[src/design/bsr_pkg.sv]
// Package for the bank-one special register map: register indices,
// field positions, per-slot write masks and reset tables.
// Assumes indices are word indices; byte address is four times index.
package bsr_pkg;

  localparam int ADDR_W = 11;
  localparam int IDX_W = 9;
  localparam int SLOT_W = 5;
  localparam int NUM_SLOTS = 32;

  // Register indices as printed (byte address = 4 * index)
  localparam logic [8:0] IDX_INDIRECT_ACCESS_PORT = 9'h080;
  localparam logic [8:0] IDX_TIMER0_AND_PORTB_OPTIONS = 9'h081;
  localparam logic [8:0] IDX_PROGRAM_COUNTER_LOW = 9'h082;
  localparam logic [8:0] IDX_CPU_STATUS_FLAGS = 9'h083;
  localparam logic [8:0] IDX_INDIRECT_POINTER = 9'h084;
  localparam logic [8:0] IDX_PORT_A_DIRECTION = 9'h085;
  localparam logic [8:0] IDX_PORT_B_DIRECTION = 9'h086;
  localparam logic [8:0] IDX_PORT_C_DIRECTION = 9'h087;
  localparam logic [8:0] IDX_FOURTH_PORT_DIRECTION = 9'h088;
  localparam logic [8:0] IDX_FIFTH_PORT_DIRECTION_STATUS = 9'h089;
  localparam logic [8:0] IDX_PROGRAM_COUNTER_UPPER_LATCH = 9'h08A;
  localparam logic [8:0] IDX_INTERRUPT_CONTROL = 9'h08B;
  localparam logic [8:0] IDX_PERIPHERAL_IRQ_ENABLE_ONE = 9'h08C;
  localparam logic [8:0] IDX_PERIPHERAL_IRQ_ENABLE_TWO = 9'h08D;
  localparam logic [8:0] IDX_POWER_RESET_CAUSE_FLAGS = 9'h08E;
  localparam logic [8:0] IDX_TIMER2_PERIOD = 9'h092;
  localparam logic [8:0] IDX_SERIAL_PORT_SLAVE_ADDRESS = 9'h093;
  localparam logic [8:0] IDX_SERIAL_PORT_STATE = 9'h094;
  localparam logic [8:0] IDX_USART_TRANSMIT_CONTROL = 9'h098;
  localparam logic [8:0] IDX_BAUD_RATE_DIVISOR = 9'h099;
  localparam logic [8:0] IDX_CONVERTER_PIN_CONFIG = 9'h09F;

  // Index fields
  localparam logic [1:0] BANK_ONE = 2'h1;
  localparam logic [1:0] SFR_REGION = 2'h0;

  // Field positions
  localparam int STATUS_IRP_BIT = 7;
  localparam int STATUS_TO_BIT = 4;
  localparam int STATUS_PD_BIT = 3;
  localparam int PROGRAM_COUNTER_UPPER_LATCH_W = 5;
  localparam int PCL_W = 8;
  localparam int FIFTH_PORT_DIRECTION_STATUS_LIVE_LSB = 5;
  localparam int SERIAL_PORT_STATE_LIVE_W = 6;
  localparam int USART_TRANSMIT_CONTROL_SHIFT_EMPTY_BIT = 1;

  // Registers that decode the same from every bank
  function automatic logic slot_common(input logic [4:0] s);
    case (s)
      IDX_INDIRECT_ACCESS_PORT[4:0], IDX_PROGRAM_COUNTER_LOW[4:0],
      IDX_CPU_STATUS_FLAGS[4:0], IDX_INDIRECT_POINTER[4:0],
      IDX_PROGRAM_COUNTER_UPPER_LATCH[4:0],
      IDX_INTERRUPT_CONTROL[4:0]: slot_common = 1'b1;
      default: slot_common = 1'b0;
    endcase
  endfunction

  // Bits software may write; zero for unimplemented slots and bits
  function automatic logic [7:0] slot_wmask(input logic [4:0] s);
    case (s)
      IDX_CPU_STATUS_FLAGS[4:0]: slot_wmask = 8'hE7;
      IDX_PORT_A_DIRECTION[4:0]: slot_wmask = 8'h3F;
      IDX_FIFTH_PORT_DIRECTION_STATUS[4:0]: slot_wmask = 8'h17;
      IDX_PROGRAM_COUNTER_UPPER_LATCH[4:0]: slot_wmask = 8'h1F;
      IDX_PERIPHERAL_IRQ_ENABLE_TWO[4:0]: slot_wmask = 8'h01;
      IDX_POWER_RESET_CAUSE_FLAGS[4:0]: slot_wmask = 8'h03;
      IDX_SERIAL_PORT_STATE[4:0]: slot_wmask = 8'hC0;
      IDX_USART_TRANSMIT_CONTROL[4:0]: slot_wmask = 8'hF5;
      IDX_CONVERTER_PIN_CONFIG[4:0]: slot_wmask = 8'h07;
      IDX_TIMER0_AND_PORTB_OPTIONS[4:0], IDX_PROGRAM_COUNTER_LOW[4:0],
      IDX_INDIRECT_POINTER[4:0], IDX_PORT_B_DIRECTION[4:0],
      IDX_PORT_C_DIRECTION[4:0], IDX_FOURTH_PORT_DIRECTION[4:0],
      IDX_INTERRUPT_CONTROL[4:0], IDX_PERIPHERAL_IRQ_ENABLE_ONE[4:0],
      IDX_TIMER2_PERIOD[4:0], IDX_SERIAL_PORT_SLAVE_ADDRESS[4:0],
      IDX_BAUD_RATE_DIVISOR[4:0]: slot_wmask = 8'hFF;
      default: slot_wmask = 8'h00;
    endcase
  endfunction

  // Power-up value; unknown bits are taken as zero
  function automatic logic [7:0] slot_por(input logic [4:0] s);
    case (s)
      IDX_TIMER0_AND_PORTB_OPTIONS[4:0], IDX_PORT_B_DIRECTION[4:0],
      IDX_PORT_C_DIRECTION[4:0], IDX_FOURTH_PORT_DIRECTION[4:0],
      IDX_TIMER2_PERIOD[4:0]: slot_por = 8'hFF;
      IDX_PORT_A_DIRECTION[4:0]: slot_por = 8'h3F;
      IDX_CPU_STATUS_FLAGS[4:0]: slot_por = 8'h18;
      IDX_FIFTH_PORT_DIRECTION_STATUS[4:0]: slot_por = 8'h07;
      default: slot_por = 8'h00;
    endcase
  endfunction

  // Bits left unchanged by a master-clear or watchdog reset
  function automatic logic [7:0] slot_keep(input logic [4:0] s);
    case (s)
      IDX_CPU_STATUS_FLAGS[4:0]: slot_keep = 8'h07;
      IDX_INDIRECT_POINTER[4:0]: slot_keep = 8'hFF;
      IDX_INTERRUPT_CONTROL[4:0]: slot_keep = 8'h01;
      IDX_POWER_RESET_CAUSE_FLAGS[4:0]: slot_keep = 8'h03;
      default: slot_keep = 8'h00;
    endcase
  endfunction

  // Bits left unchanged by a brown-out reset (power-on flag)
  function automatic logic [7:0] slot_bor_keep(input logic [4:0] s);
    slot_bor_keep = (s == IDX_POWER_RESET_CAUSE_FLAGS[4:0]) ?
      8'h02 : 8'h00;
  endfunction

endpackage

[src/design/bsr_apb_port.sv]
// APB handshake for the special register bank: one wait state,
// read data captured into a flop. Assumes a well-behaved APB master.
`timescale 1ns/1ps
module bsr_apb_port (
  // Clock and reset
  input wire logic pclk,
  input wire logic presetn,
  // APB control
  input wire logic psel,
  input wire logic penable,
  input wire logic pwrite,
  // Read value of the addressed slot
  input wire logic [7:0] rd_value,
  // APB answer
  output logic pready,
  output logic [31:0] prdata,
  // Write takes effect this edge
  output logic wr_commit
);

  logic pready_ff;
  logic [31:0] prdata_ff;
  logic nxt_pready;
  logic access_wait;

  // Answer one cycle into the access phase, so data comes from a flop
  assign access_wait = psel & penable & ~pready_ff;
  assign nxt_pready = access_wait;
  assign wr_commit = psel & penable & pready_ff & pwrite;
  assign pready = pready_ff;
  assign prdata = prdata_ff;

  // Handshake and read capture
  always_ff @(posedge pclk or negedge presetn) begin
    if (!presetn) begin
      pready_ff <= 1'b0;
      prdata_ff <= 32'h0000_0000;
    end else begin
      pready_ff <= nxt_pready;
      if (access_wait && !pwrite) begin
        prdata_ff <= {24'h00_0000, rd_value};
      end
    end
  end

endmodule // bsr_apb_port

[src/design/bsr_bank1_regs.sv]
// Bank-one special function registers of a small controller core,
// reached by software over APB, with per-cause reset values.
// Assumes the reset controller pulses one reset cause per cycle and
// the data memory answers the indirect port combinationally.
//
// Overview of operation
// - Upper latch moves into PC only on load
// - No address maps the PC upper byte
// - Unimplemented addresses always read as zero
// - Shared registers decode alike from every bank
// - Master-clear and watchdog load other-reset values
// - Without ports four/five, 88h/89h read zero
// - Unknown, unchanged and cause bits reset per code
// - Unimplemented bits inside registers read as zero
`timescale 1ns/1ps
module bsr_bank1_regs #(
  parameter bit HAS_PORTS_DE = 1'b1
) (
  // Clock and reset (reset is power-on)
  input wire logic pclk,
  input wire logic presetn,
  // APB slave
  input wire logic psel,
  input wire logic penable,
  input wire logic pwrite,
  input wire logic [bsr_pkg::ADDR_W-1:0] paddr,
  input wire logic [31:0] pwdata,
  output logic pready,
  output logic [31:0] prdata,
  // Reset causes from the reset controller
  input wire logic master_clear_pin_reset,
  input wire logic watchdog_reset,
  input wire logic brown_out_reset,
  input wire logic reset_time_out_value,
  input wire logic reset_power_down_value,
  // Live peripheral status bits
  input wire logic [2:0] parallel_port_status,
  input wire logic [5:0] serial_port_live_status,
  input wire logic transmit_shift_empty,
  // Indirect data memory access
  input wire logic [7:0] indirect_read_data,
  output logic [8:0] indirect_address,
  output logic indirect_write,
  output logic [7:0] indirect_write_data,
  // Program counter
  output logic [12:0] program_counter,
  // Register contents toward the core and peripherals
  output logic [7:0] timer0_and_portb_options,
  output logic [7:0] cpu_status_flags,
  output logic [7:0] port_a_direction,
  output logic [7:0] port_b_direction,
  output logic [7:0] port_c_direction,
  output logic [7:0] fourth_port_direction,
  output logic [7:0] fifth_port_direction_status,
  output logic [7:0] program_counter_upper_latch,
  output logic [7:0] interrupt_control,
  output logic [7:0] peripheral_irq_enable_one,
  output logic [7:0] peripheral_irq_enable_two,
  output logic [7:0] power_reset_cause_flags,
  output logic [7:0] timer2_period,
  output logic [7:0] serial_port_slave_address,
  output logic [7:0] serial_port_state,
  output logic [7:0] usart_transmit_control,
  output logic [7:0] baud_rate_divisor,
  output logic [7:0] converter_pin_config
);

  // Address split
  logic [bsr_pkg::IDX_W-1:0] word_idx;
  logic [1:0] bank_sel;
  logic [1:0] region_sel;
  logic [bsr_pkg::SLOT_W-1:0] slot_sel;
  logic slot_hit;
  logic slot_impl;
  logic [7:0] slot_wm;

  // Reset causes
  logic other_reset;

  // Slot contents and read path
  logic [7:0] slot_q [bsr_pkg::NUM_SLOTS];
  logic [7:0] live_q [bsr_pkg::NUM_SLOTS];
  logic [7:0] rd_value;
  logic wr_commit;

  // Program counter upper byte and indirect strobe
  logic [bsr_pkg::PROGRAM_COUNTER_UPPER_LATCH_W-1:0] pc_upper_ff;
  logic [bsr_pkg::PROGRAM_COUNTER_UPPER_LATCH_W-1:0] nxt_pc_upper;
  logic indirect_write_ff;
  logic [7:0] indirect_write_data_ff;
  logic pcl_write;
  logic ind_write;

  // Word index from the byte address; low two bits are ignored
  assign word_idx = paddr[bsr_pkg::ADDR_W-1:2];
  assign bank_sel = word_idx[8:7];
  assign region_sel = word_idx[6:5];
  assign slot_sel = word_idx[4:0];

  // Slots present in this build
  function automatic logic present(input logic [4:0] s);
    logic de_slot;
    de_slot = (s == bsr_pkg::IDX_FOURTH_PORT_DIRECTION[4:0]) ||
      (s == bsr_pkg::IDX_FIFTH_PORT_DIRECTION_STATUS[4:0]);
    present = (bsr_pkg::slot_wmask(s) != 8'h00 ||
      s == bsr_pkg::IDX_INDIRECT_ACCESS_PORT[4:0]) &&
      (HAS_PORTS_DE || !de_slot);
  endfunction

  // Shared registers hit from any bank, others only in bank one
  assign slot_hit = (region_sel == bsr_pkg::SFR_REGION) &&
    ((bank_sel == bsr_pkg::BANK_ONE) ||
    bsr_pkg::slot_common(slot_sel));
  assign slot_impl = slot_hit && present(slot_sel);
  assign slot_wm = bsr_pkg::slot_wmask(slot_sel);

  // Master-clear and watchdog share one set of reset values
  assign other_reset = master_clear_pin_reset | watchdog_reset;

  // Bus handshake
  bsr_apb_port u_apb (
    .pclk(pclk),
    .presetn(presetn),
    .psel(psel),
    .penable(penable),
    .pwrite(pwrite),
    .rd_value(rd_value),
    .pready(pready),
    .prdata(prdata),
    .wr_commit(wr_commit)
  );

  // Live status bits; the other implemented bits in these slots are stored
  always_comb begin
    for (int k = 0; k < bsr_pkg::NUM_SLOTS; k++) begin
      live_q[k] = 8'h00;
    end
    live_q[bsr_pkg::IDX_FIFTH_PORT_DIRECTION_STATUS[4:0]] =
      HAS_PORTS_DE ?
      {parallel_port_status, 5'h00} : 8'h00;
    live_q[bsr_pkg::IDX_SERIAL_PORT_STATE[4:0]] =
      {2'h0, serial_port_live_status};
    live_q[bsr_pkg::IDX_USART_TRANSMIT_CONTROL[4:0]] =
      {6'h00, transmit_shift_empty, 1'b0};
  end

  // One storage slot per writable implemented location; absent ones and the indirect port are zero
  generate
    for (genvar i = 0; i < bsr_pkg::NUM_SLOTS; i++) begin : g_slot
      localparam logic [4:0] SLOT = 5'(i);
      localparam logic [7:0] WM = bsr_pkg::slot_wmask(SLOT);
      localparam logic [7:0] POR = bsr_pkg::slot_por(SLOT);
      localparam logic [7:0] KEEP = bsr_pkg::slot_keep(SLOT);
      localparam logic [7:0] BKEEP = bsr_pkg::slot_bor_keep(SLOT);
      // Stored read-only bits (time-out, power-down) power up set, so
      // the power-up value marks them as implemented for reads
      localparam logic [7:0] RM = WM | POR;
      if (present(SLOT) && WM != 8'h00) begin : g_store
        logic [7:0] val_ff;
        logic [7:0] nxt_val;
        logic [7:0] other_val;
        logic hit_me;
        assign hit_me = wr_commit && slot_impl && (slot_sel == SLOT);
        // Other resets keep "unchanged" bits, reload the rest
        assign other_val = (val_ff & KEEP) | (POR & ~KEEP);
        always_comb begin
          nxt_val = val_ff;
          if (brown_out_reset) begin
            nxt_val = (val_ff & BKEEP) | (POR & ~BKEEP);
          end else if (other_reset) begin
            nxt_val = other_val;
            if (SLOT == bsr_pkg::IDX_CPU_STATUS_FLAGS[4:0]) begin
              nxt_val[bsr_pkg::STATUS_TO_BIT] = reset_time_out_value;
              nxt_val[bsr_pkg::STATUS_PD_BIT] =
                reset_power_down_value;
            end
          end else if (hit_me) begin
            // Only implemented bits take the write
            nxt_val = (val_ff & ~WM) | (pwdata[7:0] & WM);
          end
        end
        // Power-on reset loads the power-up table
        always_ff @(posedge pclk or negedge presetn) begin
          if (!presetn) begin
            val_ff <= POR;
          end else begin
            val_ff <= nxt_val;
          end
        end
        assign slot_q[i] = val_ff & RM;
      end else begin : g_absent
        assign slot_q[i] = 8'h00;
      end
    end
  endgenerate

  // Read path: indirect port reads memory, unmapped places read zero
  assign rd_value = !slot_impl ? 8'h00 :
    (slot_sel == bsr_pkg::IDX_INDIRECT_ACCESS_PORT[4:0]) ?
    indirect_read_data :
    (slot_q[slot_sel] | (live_q[slot_sel] & ~slot_wm));

  // Writes that trigger side effects
  assign pcl_write = wr_commit && slot_impl &&
    (slot_sel == bsr_pkg::IDX_PROGRAM_COUNTER_LOW[4:0]);
  assign ind_write = wr_commit && slot_impl &&
    (slot_sel == bsr_pkg::IDX_INDIRECT_ACCESS_PORT[4:0]);

  // The latch is copied into the upper byte only when PROGRAM_COUNTER_LOW is loaded
  assign nxt_pc_upper = pcl_write ?
    slot_q[bsr_pkg::IDX_PROGRAM_COUNTER_UPPER_LATCH[4:0]]
    [bsr_pkg::PROGRAM_COUNTER_UPPER_LATCH_W-1:0] : pc_upper_ff;

  // Upper program counter bits; no bus address reaches them
  always_ff @(posedge pclk or negedge presetn) begin
    if (!presetn) begin
      pc_upper_ff <= '0;
    end else if (brown_out_reset || other_reset) begin
      pc_upper_ff <= '0;
    end else begin
      pc_upper_ff <= nxt_pc_upper;
    end
  end

  // Indirect write strobe toward data memory, one cycle long
  always_ff @(posedge pclk or negedge presetn) begin
    if (!presetn) begin
      indirect_write_ff <= 1'b0;
      indirect_write_data_ff <= 8'h00;
    end else begin
      indirect_write_ff <= ind_write;
      if (ind_write) begin
        indirect_write_data_ff <= pwdata[7:0];
      end
    end
  end

  // Outputs taken straight from the storage flops
  assign indirect_write = indirect_write_ff;
  assign indirect_write_data = indirect_write_data_ff;
  assign indirect_address = {
    slot_q[bsr_pkg::IDX_CPU_STATUS_FLAGS[4:0]][bsr_pkg::STATUS_IRP_BIT],
    slot_q[bsr_pkg::IDX_INDIRECT_POINTER[4:0]]};
  assign program_counter = {pc_upper_ff,
    slot_q[bsr_pkg::IDX_PROGRAM_COUNTER_LOW[4:0]]};
  assign timer0_and_portb_options =
    slot_q[bsr_pkg::IDX_TIMER0_AND_PORTB_OPTIONS[4:0]];
  assign cpu_status_flags = slot_q[bsr_pkg::IDX_CPU_STATUS_FLAGS[4:0]];
  assign port_a_direction = slot_q[bsr_pkg::IDX_PORT_A_DIRECTION[4:0]];
  assign port_b_direction = slot_q[bsr_pkg::IDX_PORT_B_DIRECTION[4:0]];
  assign port_c_direction = slot_q[bsr_pkg::IDX_PORT_C_DIRECTION[4:0]];
  assign fourth_port_direction =
    slot_q[bsr_pkg::IDX_FOURTH_PORT_DIRECTION[4:0]];
  assign fifth_port_direction_status =
    slot_q[bsr_pkg::IDX_FIFTH_PORT_DIRECTION_STATUS[4:0]];
  assign program_counter_upper_latch =
    slot_q[bsr_pkg::IDX_PROGRAM_COUNTER_UPPER_LATCH[4:0]];
  assign interrupt_control =
    slot_q[bsr_pkg::IDX_INTERRUPT_CONTROL[4:0]];
  assign peripheral_irq_enable_one =
    slot_q[bsr_pkg::IDX_PERIPHERAL_IRQ_ENABLE_ONE[4:0]];
  assign peripheral_irq_enable_two =
    slot_q[bsr_pkg::IDX_PERIPHERAL_IRQ_ENABLE_TWO[4:0]];
  assign power_reset_cause_flags =
    slot_q[bsr_pkg::IDX_POWER_RESET_CAUSE_FLAGS[4:0]];
  assign timer2_period = slot_q[bsr_pkg::IDX_TIMER2_PERIOD[4:0]];
  assign serial_port_slave_address =
    slot_q[bsr_pkg::IDX_SERIAL_PORT_SLAVE_ADDRESS[4:0]];
  assign serial_port_state = slot_q[bsr_pkg::IDX_SERIAL_PORT_STATE[4:0]];
  assign usart_transmit_control =
    slot_q[bsr_pkg::IDX_USART_TRANSMIT_CONTROL[4:0]];
  assign baud_rate_divisor = slot_q[bsr_pkg::IDX_BAUD_RATE_DIVISOR[4:0]];
  assign converter_pin_config =
    slot_q[bsr_pkg::IDX_CONVERTER_PIN_CONFIG[4:0]];

endmodule // bsr_bank1_regs

[config.mk]
export PLATFORM = sky130hd
export DESIGN_NAME = bsr_bank1_regs
export DESIGN_NICKNAME = d
export VERILOG_FILES = /design/src/design/bsr_pkg.sv /design/src/design/bsr_apb_port.sv /design/src/design/bsr_bank1_regs.sv
export SDC_FILE = /design/constraint.sdc
export NUM_CORES = 1
export LEC_CHECK = 0
export BUFFER_PORTS_ARGS = -buffer_cell sky130_fd_sc_hd__buf_2
export CORE_ASPECT_RATIO = 0.75
export CORE_MARGIN = 2
export CORE_UTILIZATION = 52
export CTS_CLUSTER_SIZE = 12
export DETAILED_ROUTE_END_ITERATION = 12
export GPL_TIMING_DRIVEN = 1
export PLACE_DENSITY = 0.82
export SYNTH_ARGS = -nofsm -noshare
export SYNTH_HDL_FRONTEND = slang
export SYNTH_SLANG_ARGS = --single-unit
export TNS_END_PERCENT = 100
[constraint.sdc]
create_clock -name pclk -period 3.05 [get_ports pclk]
set_input_delay 0.305 -clock pclk [delete_from_list [all_inputs] [get_ports pclk]]
set_output_delay 0.305 -clock pclk [all_outputs]
set_load 0.02 [all_outputs]
==> impl_metrics.json <==
{
  "start_util_pct": 53.44,
  "crit_path_end_kind": "register",
  "hold_depth": 2,
  "p_leak_uw": 0.004654,
  "viasPerCell": 6.280,
  "cts_sinks": 148,
  "yosysMostFrequentCell": "nand3_1",
  "synth_ff_type": "dfrtp_1",
  "synth_edf_count": 0,
  "path_clk_slew_ns": 0.06,
  "synthArstFlopShare_pct": 100.0,
  "synth_area_per_cell_um2": 9.443,
  "gr-total-overflow": 0,
  "synth_top_cell_by_area": "dfrtp_1",
  "dp_hpwl_um": 20900,
  "cpMaxStageDelayCell": "o2111ai_2",
  "wl_per_cell_um": 23.29,
  "finalMaxSlewViolations": 0,
  "max_slew_margin_pct": 33.83,
  "grtUsageTotal_pct": 33.71,
  "drive_above_1_share_pct": 31.71,
  "gp_congestion": 0.9648,
  "dieArea_mm2": 0.01762,
  "grt_pass1_vias": 7495,
  "period_needed_ns": 2.416,
  "vias": 8133,
  "crit_path_start_kind": "input pin",
  "cts_resized": 0,
  "synth_top_area_share_pct": 28.19,
  "coreArea_mm2": 0.01612,
  "r2r-end": "g_slot[4].g_store.other_val[4]",
  "min_path_type": "in2reg",
  "wl_um": 30160,
  "cp_max_fo": 9,
  "area_delta_synth_final_pct": 17.00,
  "dr.pass1.iters": 5,
  "critical_path.top_delay_family": "compound AO/OA/AOI/OAI gates",
  "finClkSkew_ns": 0.007877,
  "cts_setup_buffers": 0,
  "tns_ns": 0,
  "drt_iter0_markers": 949,
  "cts_buffer_depth": 2,
  "antenna_left": 0,
  "hold_viol_final": 0,
  "drc": 0,
  "crit_type": "in2reg",
  "antenna_found_initial": 0,
  "min_period_over_period_pct": 79.23,
  "power_density_mw_per_mm2": 450.1,
  "worst_path_largest_cell_delay_ns": 0.43,
  "cap_violations": 0,
  "ys_ff_latch": 148,
  "finalNonFillerCells": 1295,
  "tightest_slew_ns": 0.9822,
  "dp_cells": 1262,
  "rsz0062_at_grt": "no",
  "crit_arrival_ns": 2.71,
  "cp.required_ns": 3.34,
  "die_w_um": 152.6,
  "antenna_cells": 0,
  "grt_start_max_net_pins": 83,
  "syn_inst": 912,
  "r2r-start": "u_apb.pready",
  "cts_tree": "built",
  "clk_latency_ns": 0.43,
  "ys_warn_count": 0,
  "cts_made_buffers": 17,
  "fmax_ghz": 0.4138,
  "ios": 279,
  "ir_drop_v": 0.0003627,
  "status": "finished clean",
  "fp-row-count": 40,
  "hold_buffers": 1,
  "ys_seq_area_share_pct": 43.75,
  "hold_path_end": "cpu_status_flags[3]",
  "worstPathCellList": "buf_2, inv_1, ha_1, nand2b_1, a21oi_1, buf_4, o2111ai_2, mux2i_1, nor2_1",
  "die_h_um": 115.5,
  "reg2reg_depth": 6,
  "ys_top_cells_by_area": "dfrtp_1, dfstp_2, mux2i_1",
  "nets": 1150,
  "io_buffers": 193,
  "synthDistinctLibCells": 68,
  "clock-root-buffer": "clkbuf_16",
  "finalSetupViolCount": 0,
  "ys_top_cells_by_count": "nand3_1, dfrtp_1, o21ai_0",
  "grt_pass1_wl_um": 44990,
  "htreeDepth": 4,
  "rrSetupSlack_ns": 0.81,
  "worst-path-buf-inv": 3,
  "synthesis.area_mm2": 0.008612,
  "worstHoldStart": "reset_power_down_value"
}
## placed cells by master, fill, tap and decap left out, types with 4 or more instances in the layout
master       n
nor2b_1     18
a21oi_1     69
mux2i_1     60
nand4_1      5
o2111ai_2    5
and2_1       4
a221oi_1     8
o2111ai_1    4
o31ai_1      5
mux4_2       7
conb_1      59
a22oi_1      6
clkinv_2     4
mux2_2      17
nor3_1      25
a211oi_1     4
a21boi_0     4
nand2b_1     9
buf_2      192
nand2_1     54
dfstp_2     51
dfrtp_1     97
buf_4       25
or3_1        4
o21ai_0     75
a32o_1       4
nand3_1    118
nor2_1      42
ha_1         7
inv_1        5
clkbuf_16   18
o211ai_1     8
## sequential cells by signal, indices dropped and copies added (netlist names)
name / count
baud_rate_divisor: 8
cpu_status_flags: 8
fourth_port_direction: 8
g_slot.g_store.other_val: 8
g_slot.g_store.val_ff: 37
indirect_write: 1
indirect_write_data: 8
interrupt_control: 8
pc_upper_ff: 5
peripheral_irq_enable_one: 8
port_b_direction: 8
port_c_direction: 8
serial_port_slave_address: 8
timer0_and_portb_options: 8
timer2_period: 8
u_apb.prdata: 8
u_apb.pready: 1
## worst reg2reg max path, cell delays in order, from the launching register on
cell	delay [ns]
dfrtp_1	0.39
nand4_1	0.11
buf_4	0.23
nor4_4	0.59
o2111ai_1	0.51
nand2_1	0.20
a21oi_1	0.08
## power by group
part / total, uW / switching, uW / internal (uW)
Combinational: 508 / 386 / 122
Sequential: 1980 / 4.82 / 1970
Clock: 2050 / 880 / 1170
## through the flow
| step | power, uW | hold slack, ns | setup WS, ns | utilization, % | instance area (um2) |
|---|---|---|---|---|---|
| floorplan | 2371 | 0.009409 | 0.2348 | - | 8830 |
| global placement | 2498 | 0.4017 | 0.3415 | 58.98 | 9505 |
| detailed placement | 2502 | 0.4112 | 0.3293 | 58.98 | 9505 |
| CTS | 4513 | 0.1086 | 0.7099 | 62.52 | 10080 |
| global route | 4663 | 0.08967 | 0.5612 | 62.52 | 10080 |
| finish | 4535 | 0.1044 | 0.6335 | 62.52 | 10080 |
## cells by family (layout without fill, tap and decap cells)
family / after synthesis / after routing / synth area share (%)
adder cells (fa/ha/maj): 7 / 7 / 1.017
AND/OR/NAND/NOR: 300 / 300 / 17.49
buffers and inverters: 143 / 258 / 9.502
multiplexers: 85 / 85 / 11.16
other: 1 / 59 / 0.04354
AO/OA/AOI/OAI: 228 / 228 / 17.04
flip-flops: 148 / 148 / 43.75
## worst max-delay path by stage
stage	start	slack [ns]	cells after the start	to
after floorplan	paddr[3]	0.23	12	indirect_write_data[0]
after global placement	paddr[2]	0.34	8	u_apb.prdata[7]
after detailed placement	paddr[2]	0.33	9	peripheral_irq_enable_one[6]
after CTS	paddr[2]	0.71	9	peripheral_irq_enable_one[6]
after global routing	paddr[3]	0.56	9	baud_rate_divisor[2]
final	paddr[3]	0.63	9	peripheral_irq_enable_one[6]
## routing by layer
layer	track usage [%]	part of all wire, %	wire [um]
met2	47.38	42	12700
met4	9.568	2.1	635
met1	48.82	41	12450
met5	0	0	0
met3	12.86	15	4383
## cell type report
| cell class | instances | area, um2 |
|---|---|---|
| Fill cell | 1388 | 6040 |
| Multi-Input combinational cell | 679 | 4257 |
| Clock inverter | 12 | 102.6 |
| Clock buffer | 20 | 457.9 |
| Tap cell | 210 | 262.8 |
| Inverter | 5 | 18.77 |
| Sequential cell | 148 | 3767 |
| Timing Repair Buffer | 221 | 1210 |
Power figures use the tool's default switching activity.
